File: src/rtl/xid_defs.svh
// Purpose: Constants for the extended instruction decode/execute block
// Assumes: 16-bit instruction words, 12-bit data addresses, 21-bit program counter
// Notes:   Included by the modules and the testbench
`ifndef XID_DEFS_SVH
`define XID_DEFS_SVH

`define XID_OP_ADD_PTR      8'hE8
`define XID_OP_SUB_PTR      8'hE9
`define XID_OP_PUSH_LIT     8'hEA
`define XID_OP_MOVE_IDX     8'hEB
`define XID_WORD_CALL_W     16'h0014
`define XID_SECOND_NIBBLE   4'hF
`define XID_SEL_FRAME       2'h3
`define XID_PC_STEP         21'h000002
`define XID_INDIRECT_HI     8'hFE
`define XID_INDIRECT_LO_MIN 4'hB

`endif

File: src/rtl/xid_pkg.sv
// Purpose: Types for the extended instruction decode/execute block
// Assumes: xid_defs.svh constants
// Notes:   States are one-hot
package xid_pkg;
    typedef enum logic [2:0] {
        XID_ST_DECODE = 3'b001,
        XID_ST_IDLE2  = 3'b010,
        XID_ST_WORD2  = 3'b100
    } xid_state_type;

    typedef enum logic [3:0] {
        XID_OP_NONE  = 4'h0,
        XID_OP_ADDP  = 4'h1,
        XID_OP_ADDR  = 4'h2,
        XID_OP_SUBP  = 4'h3,
        XID_OP_SUBR  = 4'h4,
        XID_OP_CALL_VIA_WORKING_REG = 4'h5,
        XID_OP_MOVF  = 4'h6,
        XID_OP_MOVS  = 4'h7,
        XID_OP_PUSH  = 4'h8
    } xid_op_type;
endpackage : xid_pkg

File: src/rtl/xid_decode_if.sv
// Purpose: Carries decode result from the decoder to the executor
// Assumes: Same clock domain
// Notes:   Purely combinational signal bundle
`timescale 1ns/1ps
`default_nettype none
interface xid_decode_if;
    import xid_pkg::*;
    xid_op_type op;
    logic [1:0] sel;
    logic [5:0] lit6;
    logic [7:0] lit8;
    logic [6:0] offset;
    modport dec  (output op, sel, lit6, lit8, offset);
    modport exec (input  op, sel, lit6, lit8, offset);
endinterface : xid_decode_if
`default_nettype wire

File: src/rtl/xid_exec.sv
// Purpose: Decode and execute of the eight-instruction pointer/stack extension
// Assumes: One instruction word presented per cycle with word_valid_in
// Notes:   Outputs are registered strobes and values for the core datapaths
//
// Overview of operation
// - The 6-bit unsigned literal is added to the whole selected pointer 0, 1 or 2.
// - Selector 11 adds the literal to the frame pointer then returns through the stack top.
// - The add-and-return takes two cycles, the second being idle while fetching.
// - Word 0014 is a call through the working register, two cycles, flags untouched.
// - EB with bit7 clear is a two-word move from indexed source to a 12-bit address.
// - EB with bit7 set is a two-word move from indexed source to indexed destination.
// - Upper byte EA pushes an 8-bit literal in one cycle, flags untouched.
// - Upper byte E9 with selector not 11 subtracts a literal from a pointer in one cycle.
// - E9 with selector 11 subtracts from the frame pointer then returns, two cycles.
// - The extension is recognised only when the configuration enable is set.
// - The call pushes the next address and, in the same cycle, loads PC from latches and the working register.
// - Push writes the literal at the frame pointer address then decrements it by one.
// - Indexed addresses are frame pointer plus offset; indirect-register sources read zero.
`timescale 1ns/1ps
`default_nettype none
`include "xid_defs.svh"
module xid_exec
    import xid_pkg::*;
#(
    parameter int PTR_W = 12,
    parameter int PC_W  = 21
) (
    input  wire logic             clk_in,            // 40 MHz core clock
    input  wire logic             reset_n_in,        // Synchronous reset, active low
    input  wire logic             ext_set_config_bit_in, // Extension enable
    input  wire logic             word_valid_in,     // Word fetched this cycle
    input  wire logic [15:0]      word_in,           // Fetched word
    input  wire logic [PC_W-1:0]  pc_in,             // Address of current word
    input  wire logic [PTR_W-1:0] ptr0_in,           // Pointer 0
    input  wire logic [PTR_W-1:0] ptr1_in,           // Pointer 1
    input  wire logic [PTR_W-1:0] ptr2_in,           // Frame pointer
    input  wire logic [PC_W-1:0]  stack_top_in,      // Return stack top
    input  wire logic [7:0]       working_reg_in,    // Working register
    input  wire logic [7:0]       pc_latch_high_in,  // PC latch high
    input  wire logic [4:0]       pc_latch_upper_in, // PC latch upper
    input  wire logic [7:0]       rd_data_in,        // Data read result
    output logic                  handled_out,       // Word taken by extension
    output logic                  ptr_we_out,        // Pointer write strobe
    output logic [1:0]            ptr_sel_out,       // Pointer written
    output logic [PTR_W-1:0]      ptr_wdata_out,     // Pointer value
    output logic                  pc_load_out,       // Load PC strobe
    output logic [PC_W-1:0]       pc_wdata_out,      // New PC
    output logic                  push_out,          // Return stack push
    output logic [PC_W-1:0]       push_data_out,     // Pushed address
    output logic                  rd_en_out,         // Data read strobe
    output logic [PTR_W-1:0]      rd_addr_out,       // Data read address
    output logic                  wr_en_out,         // Data write strobe
    output logic [PTR_W-1:0]      wr_addr_out,       // Data write address
    output logic [7:0]            wr_data_out,       // Data write value
    output logic                  stall_fetch_out    // Next word is not an instruction
);
    // ****************************************
    // Decode
    // ****************************************
    xid_decode_if dec_bus ();
    xid_decoder xid_decoder_inst (
        .word_in   (word_in),
        .enable_in (ext_set_config_bit_in),
        .dec_out   (dec_bus)
    );

    xid_state_type state_reg;
    xid_state_type state_next;
    logic          movs_reg;
    logic [7:0]    src_data_reg;
    logic [PTR_W-1:0] src_addr_reg;

    localparam logic [7:0] INDIRECT_HI = `XID_INDIRECT_HI;

    function automatic logic [PTR_W-1:0] idx(input logic [PTR_W-1:0] base, input logic [6:0] off);
        idx = base + PTR_W'(off);
    endfunction

    function automatic logic is_indirect(input logic [PTR_W-1:0] a);
        is_indirect = (a[7:0] >= {INDIRECT_HI[7:4], `XID_INDIRECT_LO_MIN})
                      && (a[PTR_W-1:8] == '1);
    endfunction

    wire logic in_decode = (state_reg == XID_ST_DECODE);
    wire logic go        = in_decode && word_valid_in;
    wire xid_op_type op  = dec_bus.op;
    wire logic [PTR_W-1:0] sel_ptr =
        (dec_bus.sel == 2'h0) ? ptr0_in : (dec_bus.sel == 2'h1) ? ptr1_in : ptr2_in;
    wire logic [PTR_W-1:0] lit_ext  = PTR_W'(dec_bus.lit6);
    wire logic [PTR_W-1:0] add_sum  = sel_ptr + lit_ext;
    wire logic [PTR_W-1:0] sub_diff = sel_ptr - lit_ext;
    wire logic [PTR_W-1:0] src_addr = idx(ptr2_in, dec_bus.offset);
    wire logic [PTR_W-1:0] dst_addr = idx(ptr2_in, word_in[6:0]);
    wire logic is_ret  = (op == XID_OP_ADDR) || (op == XID_OP_SUBR);
    wire logic is_ptr  = is_ret || (op == XID_OP_ADDP) || (op == XID_OP_SUBP);
    wire logic is_move = (op == XID_OP_MOVF) || (op == XID_OP_MOVS);
    wire logic [7:0] src_value = is_indirect(src_addr_reg) ? 8'h00 : rd_data_in;

    // ****************************************
    // Sequencer
    // ****************************************
    always_comb begin
        state_next = state_reg;
        unique case (state_reg)
            XID_ST_DECODE: begin
                if (go && (is_ret || op == XID_OP_CALL_VIA_WORKING_REG)) begin
                    state_next = XID_ST_IDLE2;
                end else if (go && is_move) begin
                    state_next = XID_ST_WORD2;
                end
            end
            XID_ST_IDLE2: state_next = XID_ST_DECODE;
            XID_ST_WORD2: begin
                if (word_valid_in) begin
                    state_next = XID_ST_DECODE;
                end
            end
        endcase
    end

    always_ff @(posedge clk_in) begin
        if (!reset_n_in) begin
            state_reg <= XID_ST_DECODE;
        end else begin
            state_reg <= state_next;
        end
    end

    always_ff @(posedge clk_in) begin
        if (!reset_n_in) begin
            movs_reg     <= 1'b0;
            src_addr_reg <= '0;
        end else if (go && is_move) begin
            movs_reg     <= (op == XID_OP_MOVS);
            src_addr_reg <= src_addr;
        end
    end

    // Source byte is taken from rd_data_in in the same cycle that the read strobe is high
    always_ff @(posedge clk_in) begin
        if (!reset_n_in) begin
            src_data_reg <= 8'h00;
        end else if (rd_en_out) begin
            src_data_reg <= src_value;
        end
    end

    // ****************************************
    // Datapath strobes
    // ****************************************
    always_ff @(posedge clk_in) begin
        if (!reset_n_in) begin
            handled_out   <= 1'b0;
            ptr_we_out    <= 1'b0;
            ptr_sel_out   <= 2'h0;
            ptr_wdata_out <= '0;
            pc_load_out   <= 1'b0;
            pc_wdata_out  <= '0;
            push_out      <= 1'b0;
            push_data_out <= '0;
            rd_en_out     <= 1'b0;
            rd_addr_out   <= '0;
            wr_en_out     <= 1'b0;
            wr_addr_out   <= '0;
            wr_data_out   <= 8'h00;
            stall_fetch_out <= 1'b0;
        end else begin
            handled_out <= (go && op != XID_OP_NONE) || (state_reg == XID_ST_WORD2 && word_valid_in);
            ptr_we_out  <= go && (is_ptr || op == XID_OP_PUSH);
            ptr_sel_out <= (is_ret || op == XID_OP_PUSH) ? 2'h2 : dec_bus.sel;
            ptr_wdata_out <= (op == XID_OP_PUSH) ? ptr2_in - PTR_W'(1) :
                             (op == XID_OP_ADDP || op == XID_OP_ADDR) ? add_sum : sub_diff;
            pc_load_out <= go && (is_ret || op == XID_OP_CALL_VIA_WORKING_REG);
            pc_wdata_out <= (op == XID_OP_CALL_VIA_WORKING_REG) ?
                            {pc_latch_upper_in, pc_latch_high_in, working_reg_in} : stack_top_in;
            push_out      <= go && (op == XID_OP_CALL_VIA_WORKING_REG);
            push_data_out <= pc_in + PC_W'(`XID_PC_STEP);
            rd_en_out   <= go && is_move;
            rd_addr_out <= src_addr;
            wr_en_out   <= (go && op == XID_OP_PUSH) ||
                           (state_reg == XID_ST_WORD2 && word_valid_in &&
                            word_in[15:12] == `XID_SECOND_NIBBLE &&
                            !(movs_reg && is_indirect(dst_addr)));
            wr_addr_out <= in_decode ? ptr2_in : (movs_reg ? dst_addr : word_in[PTR_W-1:0]);
            // Source byte still on rd_data_in when the second word follows at once
            wr_data_out <= in_decode ? dec_bus.lit8 : (rd_en_out ? src_value : src_data_reg);
            stall_fetch_out <= state_next != XID_ST_DECODE;
        end
    end

    // ****************************************
    // Checks
    // ****************************************
    property p_ret_two_cycles;
        @(posedge clk_in) disable iff (!reset_n_in)
        (go && is_ret) |=> (state_reg == XID_ST_IDLE2) ##1 (state_reg == XID_ST_DECODE);
    endproperty
    a_ret_two_cycles: assert property (p_ret_two_cycles) else $error("return not two cycles");

    property p_call_push;
        @(posedge clk_in) disable iff (!reset_n_in)
        (go && op == XID_OP_CALL_VIA_WORKING_REG) |=> push_out && pc_load_out && push_data_out == $past(pc_in) + 21'h2;
    endproperty
    a_call_push: assert property (p_call_push) else $error("call push wrong");

    property p_add_sum;
        @(posedge clk_in) disable iff (!reset_n_in)
        (go && op == XID_OP_ADDP) |=> ptr_we_out && ptr_wdata_out == $past(add_sum);
    endproperty
    a_add_sum: assert property (p_add_sum) else $error("pointer add wrong");

    property p_push_dec;
        @(posedge clk_in) disable iff (!reset_n_in)
        (go && op == XID_OP_PUSH) |=> wr_en_out && wr_addr_out == $past(ptr2_in)
            && ptr_wdata_out == $past(ptr2_in) - 12'h1;
    endproperty
    a_push_dec: assert property (p_push_dec) else $error("push wrong");

    property p_disabled;
        @(posedge clk_in) disable iff (!reset_n_in)
        (go && !ext_set_config_bit_in) |=> !handled_out && !ptr_we_out;
    endproperty
    a_disabled: assert property (p_disabled) else $error("extension active while disabled");

    property p_move_second;
        @(posedge clk_in) disable iff (!reset_n_in)
        (go && is_move) |=> rd_en_out && state_reg == XID_ST_WORD2;
    endproperty
    a_move_second: assert property (p_move_second) else $error("move sequence wrong");

    property p_ret_pc;
        @(posedge clk_in) disable iff (!reset_n_in)
        (go && op == XID_OP_SUBR) |=> pc_load_out && pc_wdata_out == $past(stack_top_in) && ptr_sel_out == 2'h2;
    endproperty
    a_ret_pc: assert property (p_ret_pc) else $error("sub return wrong");

    property p_word2_consumed;
        @(posedge clk_in) disable iff (!reset_n_in)
        (state_reg == XID_ST_WORD2 && word_valid_in) |=> !ptr_we_out && !pc_load_out;
    endproperty
    a_word2_consumed: assert property (p_word2_consumed) else $error("second word executed");
endmodule : xid_exec
`default_nettype wire

File: src/rtl/xid_decoder.sv
// Purpose: Classifies a fetched word as one of the eight extended instructions
// Assumes: Extension enable is stable after programming
// Notes:   Returns none when the extension is disabled
`timescale 1ns/1ps
`default_nettype none
`include "xid_defs.svh"
module xid_decoder
    import xid_pkg::*;
(
    input  wire logic [15:0] word_in,      // Fetched instruction word
    input  wire logic        enable_in,    // Extension enabled
    xid_decode_if.dec        dec_out       // Decode result
);
    wire logic [7:0] hi_byte = word_in[15:8];
    wire logic [1:0] sel     = word_in[7:6];
    wire logic       is_frame = (sel == `XID_SEL_FRAME);

    assign dec_out.sel    = sel;
    assign dec_out.lit6   = word_in[5:0];
    assign dec_out.lit8   = word_in[7:0];
    assign dec_out.offset = word_in[6:0];
    assign dec_out.op =
        !enable_in                                  ? XID_OP_NONE :
        (word_in == `XID_WORD_CALL_W)               ? XID_OP_CALL_VIA_WORKING_REG :
        (hi_byte == `XID_OP_ADD_PTR)  ? (is_frame ? XID_OP_ADDR : XID_OP_ADDP) :
        (hi_byte == `XID_OP_SUB_PTR)  ? (is_frame ? XID_OP_SUBR : XID_OP_SUBP) :
        (hi_byte == `XID_OP_PUSH_LIT) ? XID_OP_PUSH :
        (hi_byte == `XID_OP_MOVE_IDX) ? (word_in[7] ? XID_OP_MOVS : XID_OP_MOVF) :
                                        XID_OP_NONE;
endmodule : xid_decoder
`default_nettype wire

File: config.mk
export PLATFORM = sky130hd
export DESIGN_NAME = xid_exec
export DESIGN_NICKNAME = d
export VERILOG_FILES = /design/src/rtl/xid_pkg.sv /design/src/rtl/xid_decode_if.sv /design/src/rtl/xid_exec.sv /design/src/rtl/xid_decoder.sv
export VERILOG_INCLUDE_DIRS = /design/src /design/src/rtl
export SDC_FILE = /design/constraint.sdc
export NUM_CORES = 1
export LEC_CHECK = 0
export ABC_AREA = 1
export BUFFER_PORTS_ARGS = -buffer_cell sky130_fd_sc_hd__buf_2
export CORE_MARGIN = 4
export CORE_UTILIZATION = 23
export CTS_CLUSTER_DIAMETER = 150
export CTS_CLUSTER_SIZE = 24
export DETAILED_ROUTE_END_ITERATION = 16
export GPL_TIMING_DRIVEN = 1
export PLACE_DENSITY_LB_ADDON = 0.08
export SLEW_MARGIN = 20
export SYNTH_ARGS = -nofsm -noshare
export SYNTH_HDL_FRONTEND = slang
export SYNTH_SLANG_ARGS = --single-unit
File: constraint.sdc
create_clock -name clk_in -period 3 [get_ports clk_in]
set_clock_uncertainty 0.1 [all_clocks]
set_input_delay 0.3 -clock clk_in [delete_from_list [all_inputs] [get_ports clk_in]]
set_output_delay 0.3 -clock clk_in [all_outputs]
set_load 0.03 [all_outputs]
==> implementation parameters <==
Parameter                              Value

Run status
  Result of the run    completed

Worst setup path
  Critical path required time    3270 ps
  Kind of start point of the critical path    input port
  Worst path most repeated cell    sky130_fd_sc_hd__nand2_2
  Number of buffer and inverter instances along the worst setup path    6
  Worst-path fanout max    8
  Delay of the slowest cell on the worst path    230 ps
  Category of cells accounting for the largest share of critical-path delay    simple AND/OR/NAND/NOR gates
  Slowest cell on the critical path    sky130_fd_sc_hd__ha_4
  Worst endpoint data arrival time    3020 ps
  Category of the worst setup path capture point    flip-flop
  Class of the most critical setup path    input port to flip-flop

Timing
  Number of hold-slack violations in the final timing report    0
  Achievable frequency    0.364 GHz
  TNS Setup    0 ps
  Number of setup violations in the final report    0
  Worst rel slew slack    0.552
  Number of pins with negative max-slew slack in the final report    0
  Actual transition at the worst max-transition pin    672 ps
  Final Worst Setup Slack    250 ps
  Fin crit share    0.917
  Final Critical Period    2750 ps

Clock tree
  Clk Latency, worst-skew pair    420 ps
  CTS tree    done
  Clock sink count    119
  Deepest level of the CTS H-tree    4
  Root Buffer Master    sky130_fd_sc_hd__clkbuf_16
  TritonCTS Buffers    17
  Buffer depth of the longest clock path    2
  Clock slew at the register clock pins of the worst setup and hold paths    60 ps

Cells and area
  NumNets Final    1,321
  Number of diodes    0
  Most common library cell in the layout ignoring fill and taps    sky130_fd_sc_hd__buf_2
  Most used cells in the layout excluding fill and tap cells    sky130_fd_sc_hd__buf_2 (221), sky130_fd_sc_hd__nand2_1 (170), sky130_fd_sc_hd__inv_1 (123)
  Top flop regs    pc_wdata_out (21), push_data_out (21)
  Fraction of final layout cells sized beyond drive strength 1    0.340
  Post-route design area    9030 um2
  Area growth from synthesis to layout    43.7%

Job
  Number of max-cap violations    0

Hold path
  Worst min-delay path class    input port to flip-flop

Placement
  Sum of net half-perimeters after detailed placement    19.1 mm
  Placer congestion estimate    0.802
  Port Buffer Count    221
  Cell area after placement    8280 um2
  Worst Setup Slack post-DPL    -410 ps

Global routing
  Combined global-route utilization of all metal layers    0.161
  First-pass GRT wire length    38.3 mm
  Vias in the first global route    6,809
  Total gr overflow    0
  Largest net degree at the start of global routing    39
  Initial antenna violation count    0

Floorplanning
  Vert. Die Dim    173 um
  Die area    30,100 um2
  Die span in x    173 um
  Floorplan core area    27,000 um2
  Cell row count    60
  Total I/O pin count    222
  Effective utilization at floorplan    0.233

Routing
  Final WL    24.3 mm
  Detail-routed via count per cell    4.37
  Starting DRC count in detailed routing    326
  Drc violations    0
  Routed len/inst    15.9 um
  Remaining antenna violation count    0
  Vias after detailed routing    6,659
  Number of detailed-route iterations in the first pass    4

Synthesis
  FF+latch count, synth    119
  Share of the yosys chip area belonging to registers    0.379
  Unique masters post-synth    48
  Count of mapped cells out of synthesis    883
  Async set or reset register ratio after synthesis    0
  Cell taking the most area after synthesis    sky130_fd_sc_hd__dfxtp_1
  Mean Syn Cell Area    7.12 um2
  Netlist area before placement    6290 um2
  Net count of the mapped netlist    1,033
  Area share of the largest cell type after synthesis    0.379
  Warnings from Yosys    0
  Count of flip-flops with a built-in enable after synthesis    0
  Primary flip-flop cell chosen by synthesis mapping    sky130_fd_sc_hd__dfxtp_1
  Most area-consuming cells after synthesis    sky130_fd_sc_hd__dfxtp_1 (38%), sky130_fd_sc_hd__nand2_1 (10%), sky130_fd_sc_hd__inv_1 (7.6%), sky130_fd_sc_hd__a21oi_1 (6.4%), sky130_fd_sc_hd__nor2_1 (4.3%)

Power
  Clock network power share    0.436
  Flop pwr share    0.348
  Max rail drop VDD    311 uV
  Areal power density over the cells    540 nW/um2
  Net switching power    0.00155 W
  Internal    0.00333 W
  Proportion of power drawn by combinational gates    0.216
  Static Leak    4.60 nW
  Switch share    0.317
[power by group through the flow]
stage               combinational (W)  clock, W  sequential [W]
floorplan                    0.000391         0         0.00192
global placement              0.00102         0         0.00174
detailed placement            0.00102         0         0.00173
CTS                           0.00103   0.00219         0.00170
global route                  0.00116   0.00227         0.00171
finish                        0.00105   0.00212         0.00170
[worst register-to-register path: cells and delay by family (launching register included)]
kind,cells,cell delay [ps]
DFF,1,380
and+or+nand+nor,9,860
buffers and inverters,4,550
[metal layers]
layer  part of all wire  global-route usage
met1               0.48               0.222
met2               0.47               0.262
met3              0.045              0.0308
met4             0.0065              0.0339
met5                  0                   0
[cell type report]
cell class                      count  area (um2)
Tap cell                          341         427
Sequential cell                   119        2380
Inverter                          141         529
Fill cell                        2989       17900
Timing Repair Buffer              298        1690
Clock inverter                     14         165
Multi-Input combinational cell    594        3400
Clock buffer                       18         439
[worst paths after layout]
path	start	end	slack, ps	depth (start not counted)
worst min-delay path	working_reg_in[5]	pc_wdata_out[5]$_SDFF_PN0_	20	3
worst min register to register	src_addr_reg[2]$_SDFFE_PN0P_	src_addr_reg[2]$_SDFFE_PN0P_	360	2
worst max register to register	state_reg[0]$_SDFF_PN1_	stall_fetch_out$_SDFF_PN0_	1020	13
worst max-delay path	word_in[0]	ptr_wdata_out[9]$_SDFF_PN0_	250	26
[timing repair]
item                                    CTS  global route
endpoints found under the setup margin    0             6
hold endpoints to repair                  2             0
setup buffers                             0             3
hold buffers                              2             0
resized for setup                         0            24
[cell families after synthesis]
group | synth area share
adder cells (fa/ha/maj) | 0.0481
XOR/XNOR | 0.0362
flip-flops | 0.379
AND/OR/NAND/NOR | 0.260
buffers and inverters | 0.106
AO/OA/AOI/OAI | 0.172
[cells in the mapped netlist (all sizes together), types with 2 or more instances]
master,n
clkinv,3
nand3b,2
inv,138
or2,3
nand4,9
dfxtp,119
clkbuf,20
and3,2
o21bai,4
ha,21
nand2,182
nor3,22
nor4,3
a221oi,4
o211ai,11
buf,9
a22oi,2
a21oi,81
o21ai,58
a31oi,9
xnor2,2
xor2,24
nor2,79
fa,2
nand3,50
o22ai,10
o21a,4
o31ai,3
[stage by stage]
| step | total power (W) | util | std cells | hold WS, ps |
|---|---|---|---|---|
| after floorplan | 0.00231 | - | 883 | 272 |
| after global placement | 0.00276 | 0.307 | 1488 | 350 |
| after detailed placement | 0.00275 | 0.307 | 1488 | 352 |
| after CTS | 0.00492 | 0.330 | 1522 | 4.34 |
| after global routing | 0.00513 | 0.335 | 1525 | 12.6 |
| final | 0.00488 | 0.335 | 1525 | 22.9 |
Note: power is estimated with default switching activity, not from simulation.
